`src/pkg/sstc_map.vh`:
```
`ifndef SSTC_MAP_VH
`define SSTC_MAP_VH

// Register byte offsets within the register frame.
`define SSTC_OFF_STRTAB_CFG     16'h8088
`define SSTC_OFF_CMDQ_BASE_LO   16'h8090
`define SSTC_OFF_CMDQ_BASE_HI   16'h8094

// Stream table configuration field positions.
`define SSTC_FMT_HI             17
`define SSTC_FMT_LO             16
`define SSTC_SPLIT_HI           10
`define SSTC_SPLIT_LO           6
`define SSTC_SIZE_HI            5
`define SSTC_SIZE_LO            0

// Table format and split encodings.
`define SSTC_FMT_LINEAR         2'h0
`define SSTC_FMT_TWO_LEVEL      2'h1
`define SSTC_SPLIT_6            5'h06
`define SSTC_SPLIT_8            5'h08
`define SSTC_SPLIT_10           5'h0A

// Command queue base field positions (64-bit view).
`define SSTC_RA_BIT             62
`define SSTC_ADDR_HI            51
`define SSTC_ADDR_LO            5
`define SSTC_QSIZE_HI           4
`define SSTC_QSIZE_LO           0
`define SSTC_QMIN_ALIGN_LOG2    6'h05

// Reset values used when the configuration is fixed.
`define SSTC_RST_STRTAB_CFG     32'h0001_0186
`define SSTC_RST_CMDQ_BASE      64'h4000_0000_0000_0008

`endif

```
`src/design/sstc_range_check.v`:
```
`timescale 1ns/1ps
`default_nettype none
`include "sstc_map.vh"

// Splits an incoming stream identifier into table indices and flags out-of-range ones.
module sstc_range_check
(
    // Effective configuration.
    input  wire        two_level_i,
    input  wire [5:0]  eff_size_i,
    input  wire [4:0]  eff_split_i,
    // Stream identifier.
    input  wire [31:0] sid_i,
    // Results.
    output wire        out_of_range_o,
    output wire [31:0] upper_index_o,
    output wire [31:0] leaf_index_o
);

    wire [31:0] size_mask;
    wire [31:0] split_mask;
    wire [31:0] sid_in_range;

    assign size_mask      = (eff_size_i >= 6'h20) ? 32'hFFFF_FFFF
                                                  : ~(32'hFFFF_FFFF << eff_size_i);
    assign split_mask     = ~(32'hFFFF_FFFF << eff_split_i);
    // Identifiers at or above two to the size are refused even if a descriptor spans more.
    assign out_of_range_o = (eff_size_i < 6'h20) && ((sid_i & ~size_mask) != 32'h0);
    assign sid_in_range   = sid_i & size_mask;
    // When the split reaches the size, the upper index is always zero: one descriptor.
    assign upper_index_o  = two_level_i ? (sid_in_range >> eff_split_i) : 32'h0;
    assign leaf_index_o   = two_level_i ? (sid_in_range & split_mask) : sid_in_range;

endmodule
`default_nettype wire

```
`src/design/sstc_secure_cfg.v`:
```
`timescale 1ns/1ps
`default_nettype none
`include "sstc_map.vh"

// Summary of operation
// - Format 01 two-level, everything else linear.
// - Format and split read zero without multilevel support.
// - Split counts leaf identifier bits: 6, 8, 10.
// - Reserved split encodings act as six.
// - Split ignored when format is linear.
// - High bits pick descriptor, low bits index leaf.
// - Identifiers at or above two-to-size stay unreachable.
// - Upper level holds max(1, 2^(size-split)) descriptors.
// - Size capped at identifier width, readback unchanged.
// - Out-of-range identifier aborts, logs if permitted.
// - Absent or non-secure access reads zero, ignores writes.
// - Writable only when unfixed, enable and acknowledge clear.
// - Fixed configuration loads chosen constants from the cycle after reset.
// - Unfixed configuration reset value is undefined.
// - Queue base holds address bits 51 to 5.
// - Queue base aligned to max(queue bytes, 32).
// - Bit 62 is the queue read-allocate hint.
// - Queue size uses capped at implemented maximum.
// - Linear table base aligned to table size.
// - Queue index width equals size, wrap above.
module sstc_secure_cfg
#(
    parameter [5:0] STREAM_ID_WIDTH   = 6'h10,
    parameter [4:0] MAX_CMDQ_SIZE     = 5'h13,
    parameter [5:0] OUT_ADDR_SIZE     = 6'h30
)
(
    // Clock and reset.
    input  wire        CORE_CLK_I,
    input  wire        RST_I,
    // Implementation straps from the same clock domain.
    input  wire        SECURE_STATE_PRESENT_I,
    input  wire        MULTILEVEL_TABLE_SUPPORT_I,
    input  wire        TABLE_CONFIG_FIXED_I,
    input  wire        QUEUE_CONFIG_FIXED_I,
    // Enables and acknowledges.
    input  wire        TRANSLATION_ENABLE_I,
    input  wire        TRANSLATION_ENABLE_ACK_I,
    input  wire        CMD_QUEUE_ENABLE_I,
    input  wire        CMD_QUEUE_ENABLE_ACK_I,
    input  wire        INVALID_STREAM_LOGGING_I,
    // Register access port, 32-bit words, single-cycle.
    input  wire        REG_SEL_I,
    input  wire        REG_WR_I,
    input  wire        REG_SECURE_I,
    input  wire [15:0] REG_ADDR_I,
    input  wire [31:0] REG_WDATA_I,
    input  wire [3:0]  REG_BE_I,
    output wire [31:0] REG_RDATA_O,
    output wire        REG_HIT_O,
    // Incoming transaction stream identifier.
    input  wire        SID_VALID_I,
    input  wire [31:0] SID_I,
    output reg         SID_ABORT_O,
    output reg         BAD_STREAM_ID_EVENT_O,
    output reg  [31:0] UPPER_INDEX_O,
    output reg  [31:0] LEAF_INDEX_O,
    // Effective configuration for the table and queue walkers.
    output reg         TWO_LEVEL_O,
    output reg  [5:0]  EFF_TABLE_SIZE_O,
    output reg  [4:0]  EFF_SPLIT_O,
    output reg  [5:0]  TABLE_BASE_ALIGN_LOG2_O,
    output reg  [63:0] CMDQ_BASE_ADDR_O,
    output reg  [4:0]  EFF_CMDQ_SIZE_O,
    output reg         CMDQ_READ_ALLOCATE_O,
    output reg  [4:0]  CMDQ_WRAP_BIT_O
);

    // Preset contents loaded while a configuration is fixed.
    localparam [31:0] cfg_preset  = `SSTC_RST_STRTAB_CFG;
    localparam [63:0] cmdq_preset = `SSTC_RST_CMDQ_BASE;

    // Stored register contents.
    reg  [1:0]  table_format_r;
    reg  [4:0]  split_r;
    reg  [5:0]  size_exponent_r;
    reg         read_allocate_hint_r;
    reg  [51:5] cmdq_addr_r;
    reg  [4:0]  cmdq_size_r;

    wire        access_ok;
    wire        hit_cfg;
    wire        hit_lo;
    wire        hit_hi;
    wire        cfg_writable;
    wire        cmdq_writable;
    wire [31:0] cfg_word;
    wire [63:0] cmdq_word;
    reg  [31:0] rdata;

    wire        fmt_two_level;
    wire [4:0]  split_eff;
    wire [5:0]  size_eff;
    wire [4:0]  qsize_eff;
    wire [51:0] oas_mask;
    wire [51:0] qalign_mask;
    wire [5:0]  qalign_log2;
    wire        chk_oor;
    wire [31:0] chk_upper;
    wire [31:0] chk_leaf;

    // Non-secure accesses and an absent secure state see nothing.
    assign access_ok = REG_SEL_I && REG_SECURE_I && SECURE_STATE_PRESENT_I;
    assign hit_cfg   = (REG_ADDR_I == `SSTC_OFF_STRTAB_CFG);
    assign hit_lo    = (REG_ADDR_I == `SSTC_OFF_CMDQ_BASE_LO);
    assign hit_hi    = (REG_ADDR_I == `SSTC_OFF_CMDQ_BASE_HI);
    assign REG_HIT_O = REG_SEL_I && (hit_cfg || hit_lo || hit_hi);

    assign cfg_writable  = !TABLE_CONFIG_FIXED_I && !TRANSLATION_ENABLE_I
                           && !TRANSLATION_ENABLE_ACK_I;
    assign cmdq_writable = !QUEUE_CONFIG_FIXED_I && !CMD_QUEUE_ENABLE_I
                           && !CMD_QUEUE_ENABLE_ACK_I;

    // Format and split fields vanish without multilevel support.
    assign cfg_word = {14'h0,
                       MULTILEVEL_TABLE_SUPPORT_I ? table_format_r : 2'h0,
                       5'h0,
                       MULTILEVEL_TABLE_SUPPORT_I ? split_r : 5'h0,
                       size_exponent_r};
    assign cmdq_word = {1'b0, read_allocate_hint_r, 10'h0, cmdq_addr_r, 5'h0};

    always @*
    begin
        rdata = 32'h0;
        if (access_ok && !REG_WR_I)
        begin
            if (hit_cfg)
            begin
                rdata = cfg_word;
            end
            else if (hit_lo)
            begin
                rdata = {cmdq_word[31:5], cmdq_size_r};
            end
            else if (hit_hi)
            begin
                rdata = cmdq_word[63:32];
            end
        end
    end
    assign REG_RDATA_O = rdata;

    // Reserved format encodings fall back to linear.
    assign fmt_two_level = MULTILEVEL_TABLE_SUPPORT_I
                           && (table_format_r == `SSTC_FMT_TWO_LEVEL);
    // Reserved splits act as six; a linear table ignores the split.
    assign split_eff = !fmt_two_level ? 5'h0 :
                       (split_r == `SSTC_SPLIT_8)  ? `SSTC_SPLIT_8 :
                       (split_r == `SSTC_SPLIT_10) ? `SSTC_SPLIT_10 :
                       `SSTC_SPLIT_6;
    assign size_eff  = (size_exponent_r > STREAM_ID_WIDTH) ? STREAM_ID_WIDTH
                                                           : size_exponent_r;
    assign qsize_eff = (cmdq_size_r > MAX_CMDQ_SIZE) ? MAX_CMDQ_SIZE : cmdq_size_r;

    // Queue of 2^n 16-byte entries needs 2^(n+4) alignment, never below 32 bytes.
    assign qalign_log2 = ({1'b0, qsize_eff} + 6'h04 > `SSTC_QMIN_ALIGN_LOG2)
                         ? ({1'b0, qsize_eff} + 6'h04) : `SSTC_QMIN_ALIGN_LOG2;
    assign qalign_mask = 52'hF_FFFF_FFFF_FFFF << qalign_log2;
    assign oas_mask    = (OUT_ADDR_SIZE >= 6'h34) ? 52'hF_FFFF_FFFF_FFFF
                         : ~(52'hF_FFFF_FFFF_FFFF << OUT_ADDR_SIZE);

    sstc_range_check u_range_check
    (
        .two_level_i    (fmt_two_level),
        .eff_size_i     (size_eff),
        .eff_split_i    (split_eff),
        .sid_i          (SID_I),
        .out_of_range_o (chk_oor),
        .upper_index_o  (chk_upper),
        .leaf_index_o   (chk_leaf)
    );

    // Stream table configuration register.
    always @(posedge CORE_CLK_I)
    begin
        if (RST_I)
        begin
            // Unfixed reset value is undefined; zero is one legal choice.
            table_format_r  <= `SSTC_FMT_LINEAR;
            split_r         <= 5'h0;
            size_exponent_r <= 6'h0;
        end
        else if (TABLE_CONFIG_FIXED_I)
        begin
            table_format_r  <= cfg_preset[`SSTC_FMT_HI:`SSTC_FMT_LO];
            split_r         <= cfg_preset[`SSTC_SPLIT_HI:`SSTC_SPLIT_LO];
            size_exponent_r <= cfg_preset[`SSTC_SIZE_HI:`SSTC_SIZE_LO];
        end
        else if (access_ok && REG_WR_I && hit_cfg && cfg_writable)
        begin
            if (REG_BE_I[0])
            begin
                size_exponent_r <= REG_WDATA_I[`SSTC_SIZE_HI:`SSTC_SIZE_LO];
                split_r[1:0]    <= REG_WDATA_I[7:6];
            end
            if (REG_BE_I[1])
            begin
                split_r[4:2] <= REG_WDATA_I[10:8];
            end
            if (REG_BE_I[2])
            begin
                table_format_r <= REG_WDATA_I[`SSTC_FMT_HI:`SSTC_FMT_LO];
            end
        end
    end

    // Command queue base register, low word then high word.
    always @(posedge CORE_CLK_I)
    begin
        if (RST_I)
        begin
            read_allocate_hint_r <= 1'b0;
            cmdq_addr_r          <= 47'h0;
            cmdq_size_r          <= 5'h0;
        end
        else if (QUEUE_CONFIG_FIXED_I)
        begin
            read_allocate_hint_r <= cmdq_preset[`SSTC_RA_BIT];
            cmdq_addr_r          <= cmdq_preset[`SSTC_ADDR_HI:`SSTC_ADDR_LO];
            cmdq_size_r          <= cmdq_preset[`SSTC_QSIZE_HI:`SSTC_QSIZE_LO];
        end
        else if (access_ok && REG_WR_I && cmdq_writable)
        begin
            if (hit_lo)
            begin
                if (REG_BE_I[0])
                begin
                    cmdq_size_r     <= REG_WDATA_I[`SSTC_QSIZE_HI:`SSTC_QSIZE_LO];
                    cmdq_addr_r[7:5] <= REG_WDATA_I[7:5];
                end
                if (REG_BE_I[1])
                begin
                    cmdq_addr_r[15:8] <= REG_WDATA_I[15:8];
                end
                if (REG_BE_I[2])
                begin
                    cmdq_addr_r[23:16] <= REG_WDATA_I[23:16];
                end
                if (REG_BE_I[3])
                begin
                    cmdq_addr_r[31:24] <= REG_WDATA_I[31:24];
                end
            end
            if (hit_hi)
            begin
                if (REG_BE_I[0])
                begin
                    cmdq_addr_r[39:32] <= REG_WDATA_I[7:0];
                end
                if (REG_BE_I[1])
                begin
                    cmdq_addr_r[47:40] <= REG_WDATA_I[15:8];
                end
                if (REG_BE_I[2])
                begin
                    cmdq_addr_r[51:48] <= REG_WDATA_I[19:16];
                end
                if (REG_BE_I[3])
                begin
                    read_allocate_hint_r <= REG_WDATA_I[30];
                end
            end
        end
    end

    // Effective configuration and stream identifier results, registered.
    always @(posedge CORE_CLK_I)
    begin
        if (RST_I)
        begin
            SID_ABORT_O             <= 1'b0;
            BAD_STREAM_ID_EVENT_O   <= 1'b0;
            UPPER_INDEX_O           <= 32'h0;
            LEAF_INDEX_O            <= 32'h0;
            TWO_LEVEL_O             <= 1'b0;
            EFF_TABLE_SIZE_O        <= 6'h0;
            EFF_SPLIT_O             <= 5'h0;
            TABLE_BASE_ALIGN_LOG2_O <= 6'h0;
            CMDQ_BASE_ADDR_O        <= 64'h0;
            EFF_CMDQ_SIZE_O         <= 5'h0;
            CMDQ_READ_ALLOCATE_O    <= 1'b0;
            CMDQ_WRAP_BIT_O         <= 5'h0;
        end
        else
        begin
            SID_ABORT_O           <= SID_VALID_I && chk_oor;
            BAD_STREAM_ID_EVENT_O <= SID_VALID_I && chk_oor && INVALID_STREAM_LOGGING_I;
            UPPER_INDEX_O         <= chk_upper;
            LEAF_INDEX_O          <= chk_leaf;
            TWO_LEVEL_O           <= fmt_two_level;
            EFF_TABLE_SIZE_O      <= size_eff;
            EFF_SPLIT_O           <= split_eff;
            // Linear base clears bits up to size plus five, from the literal size value.
            TABLE_BASE_ALIGN_LOG2_O <= fmt_two_level ? 6'h0 : size_exponent_r + 6'h06;
            CMDQ_BASE_ADDR_O      <= {12'h0, {cmdq_addr_r, 5'h0} & oas_mask & qalign_mask};
            EFF_CMDQ_SIZE_O       <= qsize_eff;
            CMDQ_READ_ALLOCATE_O  <= read_allocate_hint_r;
            CMDQ_WRAP_BIT_O       <= qsize_eff;
        end
    end

endmodule
`default_nettype wire

```
`config.mk`:
```
export PLATFORM = sky130hd
export DESIGN_NAME = sstc_secure_cfg
export DESIGN_NICKNAME = d
export VERILOG_FILES = /design/src/design/sstc_range_check.v /design/src/design/sstc_secure_cfg.v
export VERILOG_INCLUDE_DIRS = /design/src /design/src/pkg
export SDC_FILE = /design/constraint.sdc
export NUM_CORES = 1
export LEC_CHECK = 0
export BUFFER_PORTS_ARGS = -buffer_cell sky130_fd_sc_hd__buf_2
export CORE_MARGIN = 8
export CORE_UTILIZATION = 45
export CTS_BUF_LIST = sky130_fd_sc_hd__clkbuf_8
export DETAILED_ROUTE_END_ITERATION = 8
export PLACE_DENSITY = 0.85
export REMOVE_ABC_BUFFERS = 1
export SLEW_MARGIN = 40
export SYNTH_ARGS = -nofsm -noshare
export SYNTH_HDL_FRONTEND = slang
export SYNTH_SLANG_ARGS = --single-unit
```
`constraint.sdc`:
```
create_clock -name CORE_CLK_I -period 6.2 [get_ports CORE_CLK_I]
set_clock_uncertainty 0.15 [all_clocks]
set_input_delay 0.62 -clock CORE_CLK_I [delete_from_list [all_inputs] [get_ports CORE_CLK_I]]
set_output_delay 0.62 -clock CORE_CLK_I [all_outputs]
set_load 0.005 [all_outputs]
```
==> results of run 1 <==
## state kept, by name, indices dropped and copies added, names as in the netlist
signal	cells
cmdq_addr_r	47
CMDQ_BASE_ADDR_O	43
LEAF_INDEX_O	32
UPPER_INDEX_O	32
EFF_TABLE_SIZE_O	6
TABLE_BASE_ALIGN_LOG2_O	6
size_exponent_r	6
CMDQ_WRAP_BIT_O	5
cmdq_size_r	5
split_r	5
EFF_SPLIT_O	3
table_format_r	2
BAD_STREAM_ID_EVENT_O	1
CMDQ_READ_ALLOCATE_O	1
SID_ABORT_O	1
TWO_LEVEL_O	1
read_allocate_hint_r	1
## synth_stat cells (all sizes together) (14+ instances only)
cell type    n
o21ai       17
buf         38
nor2b       25
a211oi      14
nand2       20
clkbuf      32
inv         16
nor2       142
mux2i       75
a21oi       27
nor3        23
nand2b      17
dfxtp      197
## cells by family (layout without fill, tap and decap cells)
family,count (synthesis),in the layout,share of synthesized area [%]
muxes,82,82,11.0
AOI/OAI and AO/OA,93,93,8.20
DFF,197,197,52.4
and+or+nand+nor,302,302,21.2
adders and majority gates,4,4,0.632
buffers and inverters,86,319,5.87
xor gates and xnor gates,5,5,0.582
other,1,62,0.0499
## per-stage QoR
step / setup slack (ps) / cells
final: 2080 / 1284
after floorplan: 2590 / 761
after global placement: 1670 / 1250
after CTS: 1900 / 1281
after global routing: 1890 / 1284
after detailed placement: 1880 / 1250
## path summary, 6_finish.rpt
kind | end | slack, ps | cells past startpoint
worst max-delay path | REG_RDATA_O[29] | 2080 | 8
worst min register to register | CMDQ_BASE_ADDR_O[13]$_SDFF_PP0_ | 320 | 2
worst max register to register | CMDQ_BASE_ADDR_O[7]$_SDFF_PP0_ | 3460 | 7
worst min-delay path | cmdq_addr_r[24]$_SDFFE_PP0P_ | 240 | 3
## power groups by stage
stage               clock [µW]  sequential [µW]  combinational, µW
floorplan                    0             1330               46.0
CTS                        835             1300                133
finish                     816             1300                134
detailed placement           0             1330                132
global placement             0             1330                130
global route               891             1300                148
## layer usage
metal,global-route usage [%],up-vias
met3,7.03,33
met2,35.6,324
met4,7.29,0
met5,0,-
met1,22.8,2910
li1,-,3092
## final cells by class
type                    count  area, µm²  area share [%]
inverters                  16       60.1           0.635
repair buffers            272       1370            14.5
multi-input cells         548       3400            36.0
flip-flops and latches    197       3940            41.7
clock inverters            14        164            1.73
well taps                 220        275            2.91
clock buffers              17        234            2.48
## layout by cell type, fill, tap and decap left out, types with 3 or more instances in the layout
master / count
nand3_1: 10
nor3_1: 22
buf_4: 5
dfxtp_1: 197
o211ai_1: 4
mux2i_1: 75
a211oi_1: 14
clkbuf_8: 17
and2_1: 13
or2_2: 4
mux2_2: 7
o21ai_0: 17
nand2_1: 20
nor2_1: 142
and4_1: 3
nor4_1: 5
conb_1: 62
a31oi_1: 4
o211a_1: 6
inv_6: 3
nor2b_1: 25
xor2_1: 4
nor3b_1: 13
inv_1: 16
inv_8: 3
and3_1: 6
nand2b_1: 17
a22oi_1: 6
a21oi_1: 27
nor4_4: 6
ha_1: 3
buf_2: 267
clkinv_4: 3
## worst max-delay path, delay by kind of cell
family	cells	cell delay (ps)
buf+inv	3	570
simple gates	5	2150
==> results.md, run 1 <==
- Crit-path cells: buf_2 > nor4b_2 > nand4_1 > buf_4 > or3_1 > nor3_2 > and2_1 > buf_2
- Largest net degree at the start of global routing: 52
- Root buf cell: clkbuf_8
- Initial DRT Pass Iterations: 5
- Reg clk slew, reported paths: roughly 100 ps
- Setup_tns: 0 ps
- Switching Share: approximately a quarter
- Overall Power: 2250 µW
- Routed wl met2: 10900 µm
- Post-synth EDFFs: 0
- Initial antenna violation count: 0
- GRT Overall Usage: approximately a fifth
- CP Launch Point: REG_ADDR_I[8]
- #FFs+latches synth: between 150 and 200
- Synth area leaders: dfxtp_1, mux2i_1, nor2_1
- Int Pwr: roughly 1700 µW
- Dominant synthesized flop cell: dfxtp_1
- Crit path time final: just over 4000 ps
- Synth cell types: 57
- Post-synth top area share: 52.4%
- GRT Residual Overflow: 0
- Final GP Congestion: 0.843
- Port buffer count: 267
- CP Launch Type: primary input
- Hpwl dp: 17100 µm
- Detailed-route DRC error count: 0
- CP Class: in2out
- Hold Slack: ~240 ps
- Routed length per instance: 17.3 µm
- Hold Startpoint: REG_WDATA_I[24]
- Outcome: finished clean
- Sequential element share of the synthesized area: about 52%
- HP Class: in2reg
- Share of cells above drive strength 1: 31.1%
- M1 wire length: between 8000 and 9000 µm
- Met3 wire length: between 2000 and 2500 µm
- Top layer in use: met4
- Endpoints failing hold: 0
- Hold-fix buffers, CTS: 0
- CTS tree: built
- Max Freq: around 240 MHz
- Worst path most repeated cell: buf_2
- Clk buf depth: 2
- I/O pins: between 200 and 300
- PwrDens: 238 nW/µm²
- Rows: 47
- Total CTS buffers: 17
- Worst Tran Pin Value: about 810 ps
- Routed WL: 22200 µm
- Post-cts gate resize count: 0
- Post-layout util: approximately 57%
- Setup repair after global routing missed its margin: false
- Critical Path RT: roughly 5400 ps
- Die W: ~150 µm
- Slew Viols, Final: 0
- Crit end category: primary output
- CP Data Arrival Time: between 3000 and 4000 ps
- Setup violators final: 0
- Clock latency on the worst-skew pair: between 400 and 500 ps
- Die Y-Extent: 145 µm
- First-pass GRT wire length: roughly 35000 µm
- DR vias/cell: about 5
- Fraction of registers with async set/reset: 0%
- Post-Layout Inst Area: 9450 µm²
- Max IR drop VDD: ~110 µV
- Area Overhead vs Synth: 25.7%
- Htree depth: 4
- Vias in the first global route: between 6000 and 7000
- Flop pwr share: a little under 60%
- YS warnings: 0
- Biggest area consumer among synthesized cells: dfxtp_1
- MaxCap Viol Count: 0
- CP max FO: 11
- Initial core utilization: around 46%
- Core area: around 16000 µm²
- Fillers: roughly 1400
- Max incr delay on CP: around 660 ps
- Leak: roughly 0.0045 µW
- Mapped Avg Cell Area: between 9 and 10 µm²
- Max_slew headroom: approximately 46%
- Clock network power share: 36.3%
- Antenna viol nets, final: 0
- Net Sw Power: approximately 570 µW
- Mapped Cells: 770
- # Post-CTS Setup Buffers: 0
- Clk sink count: slightly below 200
- Cell area after synthesis: between 7000 and 8000 µm²
- Worst path slowest cell: nor3_2
- Die area: 21100 µm²
- Logic pwr share: 5.9%
- Placed cell areas: 9020 µm²
- Diode count: 0
- Initial drt markers: between 300 and 400
- Critical R2R Launch: cmdq_size_r[4]$_SDFFE_PP0P_
- Final period util: around two thirds
- Vias: 6359
- Post-layout nets: 1154
Note: power is estimated with default switching activity, not from simulation.
==> run 2, diff against run 1 <==
==> constraint.sdc (replaced) <==
create_clock -name CORE_CLK_I -period 4.15 [get_ports CORE_CLK_I]
set_clock_uncertainty 0.15 [all_clocks]
set_input_delay 0.415 -clock CORE_CLK_I [delete_from_list [all_inputs] [get_ports CORE_CLK_I]]
set_output_delay 0.415 -clock CORE_CLK_I [all_outputs]
set_load 0.005 [all_outputs]
==> results.md, run 2 (synthesis results as in run 1) <==
- Routed WL: 22800 µm
- Routed length per instance: 17.7 µm
- CP max FO: 11
- Crit path time final: between 3000 and 4000 ps
- Port buffer count: 267
- Antenna viol nets, final: 0
- CTS tree: built
- Switching Share: about a quarter
- Total CTS buffers: 17
- Int Pwr: approximately 2500 µW
- Buf+Inv Stages, Crit Path: 3
- Setup_tns: 0 ps
- Biggest register: cmdq_addr_r
- Endpoints failing hold: 0
- Die area: ~21000 µm²
- First-pass GRT wire length: about 35000 µm
- Clk buf depth: 2
- Area Overhead vs Synth: 26.3%
- Die W: 145 µm
- Largest net degree at the start of global routing: 52
- Vias: about 6400
- Post-layout nets: approximately 1200
- Net Sw Power: roughly 880 µW
- Crit-path cells: buf_2 > nand2b_1 > or3_1 > nor3_1 > buf_4 > and2_1 > buf_2
- Initial core utilization: around 46%
- Die Y-Extent: 145 µm
- Family with the most delay on the worst path: simple AND/OR/NAND/NOR gates
- Rows: between 40 and 50
- Setup repair after global routing missed its margin: false
- Worst Tran Pin Value: just over 800 ps
- Vias in the first global route: 6636
- Htree depth: 4
- GRT Overall Usage: 20.9%
- Initial antenna violation count: 2
- Final GP Congestion: approximately 0.85
- GRT Residual Overflow: 0
- CP Class: in2out
- Clock latency on the worst-skew pair: between 400 and 500 ps
- Logic pwr share: around 6.0%
- CP Launch Type: primary input
- Critical Path RT: 3590 ps
- Setup violators final: 0
- Pre-CTS setup slack: approximately 1100 ps
- # Post-CTS Setup Buffers: 0
- Hold-fix buffers, CTS: 4
- Max reg flops: 47
- Top layer in use: met5
- Max incr delay on CP: roughly 730 ps
- I/O pins: ~290
- Core area: approximately 16000 µm²
- Clk sink count: about 200
- Worst path most repeated cell: buf_2
- Setup WS post-layout: ~1100 ps
- Initial DRT Pass Iterations: 5
- Commonest non-fill, non-tap cell in the layout: buf_2
- Hpwl dp: between 15000 and 20000 µm
- Routed wl met2: approximately 11000 µm
- Max Freq: around 330 MHz
- Most frequent cells in the layout: buf_2, dfxtp_1, nor2_1
- PwrDens: around 360 nW/µm²
- MaxCap Viol Count: 0
- Worst path slowest cell: or3_1
- Final period util: 73.3%
- HP Class: in2reg
- Fillers: approximately 1400
- Share of cells above drive strength 1: between 30% and 40%
- Reg clk slew, reported paths: around 100 ps
- Detailed-route DRC error count: 0
- Slew Viols, Final: 0
- Flop pwr share: between 50% and 60%
- Crit end category: primary output
- DR vias/cell: 4.97
- Leak: roughly 0.0045 µW
- Met3 wire length: around 2300 µm
- Initial drt markers: between 200 and 300
- Top flop regs: cmdq_addr_r (47), CMDQ_BASE_ADDR_O (43)
- Post-cts gate resize count: 0
- Max_slew headroom: 44.8%
- Outcome: finished clean
- M1 wire length: ~9000 µm
- CP Data Arrival Time: around 2500 ps
- Diode count: 0
- Max IR drop VDD: ~180 µV
- Root buf cell: clkbuf_8
- Clock network power share: between 30% and 40%
-- run 2: power by group through the flow --
stage	Sequential [µW]	Combinational [µW]	Clock (µW)
after floorplan	1980	68.7	0
after global placement	1980	197	0
after detailed placement	1980	200	0
after CTS	1940	204	1270
after global routing	1940	226	1360
final	1940	205	1250
-- run 2: per-layer routing --
layer / global-route usage (%) / up-vias
li1: - / 3115
met1: 21.6 / 2945
met2: 37.0 / 316
met3: 8.96 / 36
met5: 0 / -
met4: 7.81 / 4
-- run 2: cell type report --
cell class | instances | area [µm²] | share of cell area (%)
clock buffer | 17 | 234 | 2.46
tap | 220 | 275 | 2.90
multi-input combinational | 548 | 3380 | 35.6
timing repair buffer | 279 | 1440 | 15.1
clock inverter | 15 | 169 | 1.78
sequential | 197 | 3940 | 41.5
inverter | 16 | 60.1 | 0.632
-- run 2: worst register-to-register path: cells and delay by family, from the launching register on --
family,cells,cell delay (ps)
xor gates and xnor gates,1,660
and+or+nand+nor,3,800
DFF,1,570
AOI/OAI and AO/OA,1,300
adders and majority gates,1,270
buffers and inverters,1,160
-- run 2: final timing paths --
check / start / to / slack (ps) / cells past startpoint
max: REG_ADDR_I[3] / REG_RDATA_O[21] / 1110 / 7
min: REG_WDATA_I[22] / cmdq_addr_r[22]$_SDFFE_PP0P_ / 30 / 3
max reg2reg: cmdq_size_r[4]$_SDFFE_PP0P_ / CMDQ_BASE_ADDR_O[7]$_SDFF_PP0_ / 1180 / 7
min reg2reg: cmdq_addr_r[13]$_SDFFE_PP0P_ / CMDQ_BASE_ADDR_O[13]$_SDFF_PP0_ / 310 / 2
-- run 2: per-stage QoR --
step	hold slack (ps)	utilization [%]	cells	total power (µW)	cell area, µm²
3_5_place_dp	297	54.9	1254	2180	9040
2_1_floorplan	270	-	761	2050	7370
6_report	27.5	57.7	1292	3390	9500
3_3_place_gp	287	54.9	1254	2180	9040
4_1_cts	2.79	57.6	1290	3420	9480
5_1_grt	10.6	57.7	1292	3530	9500
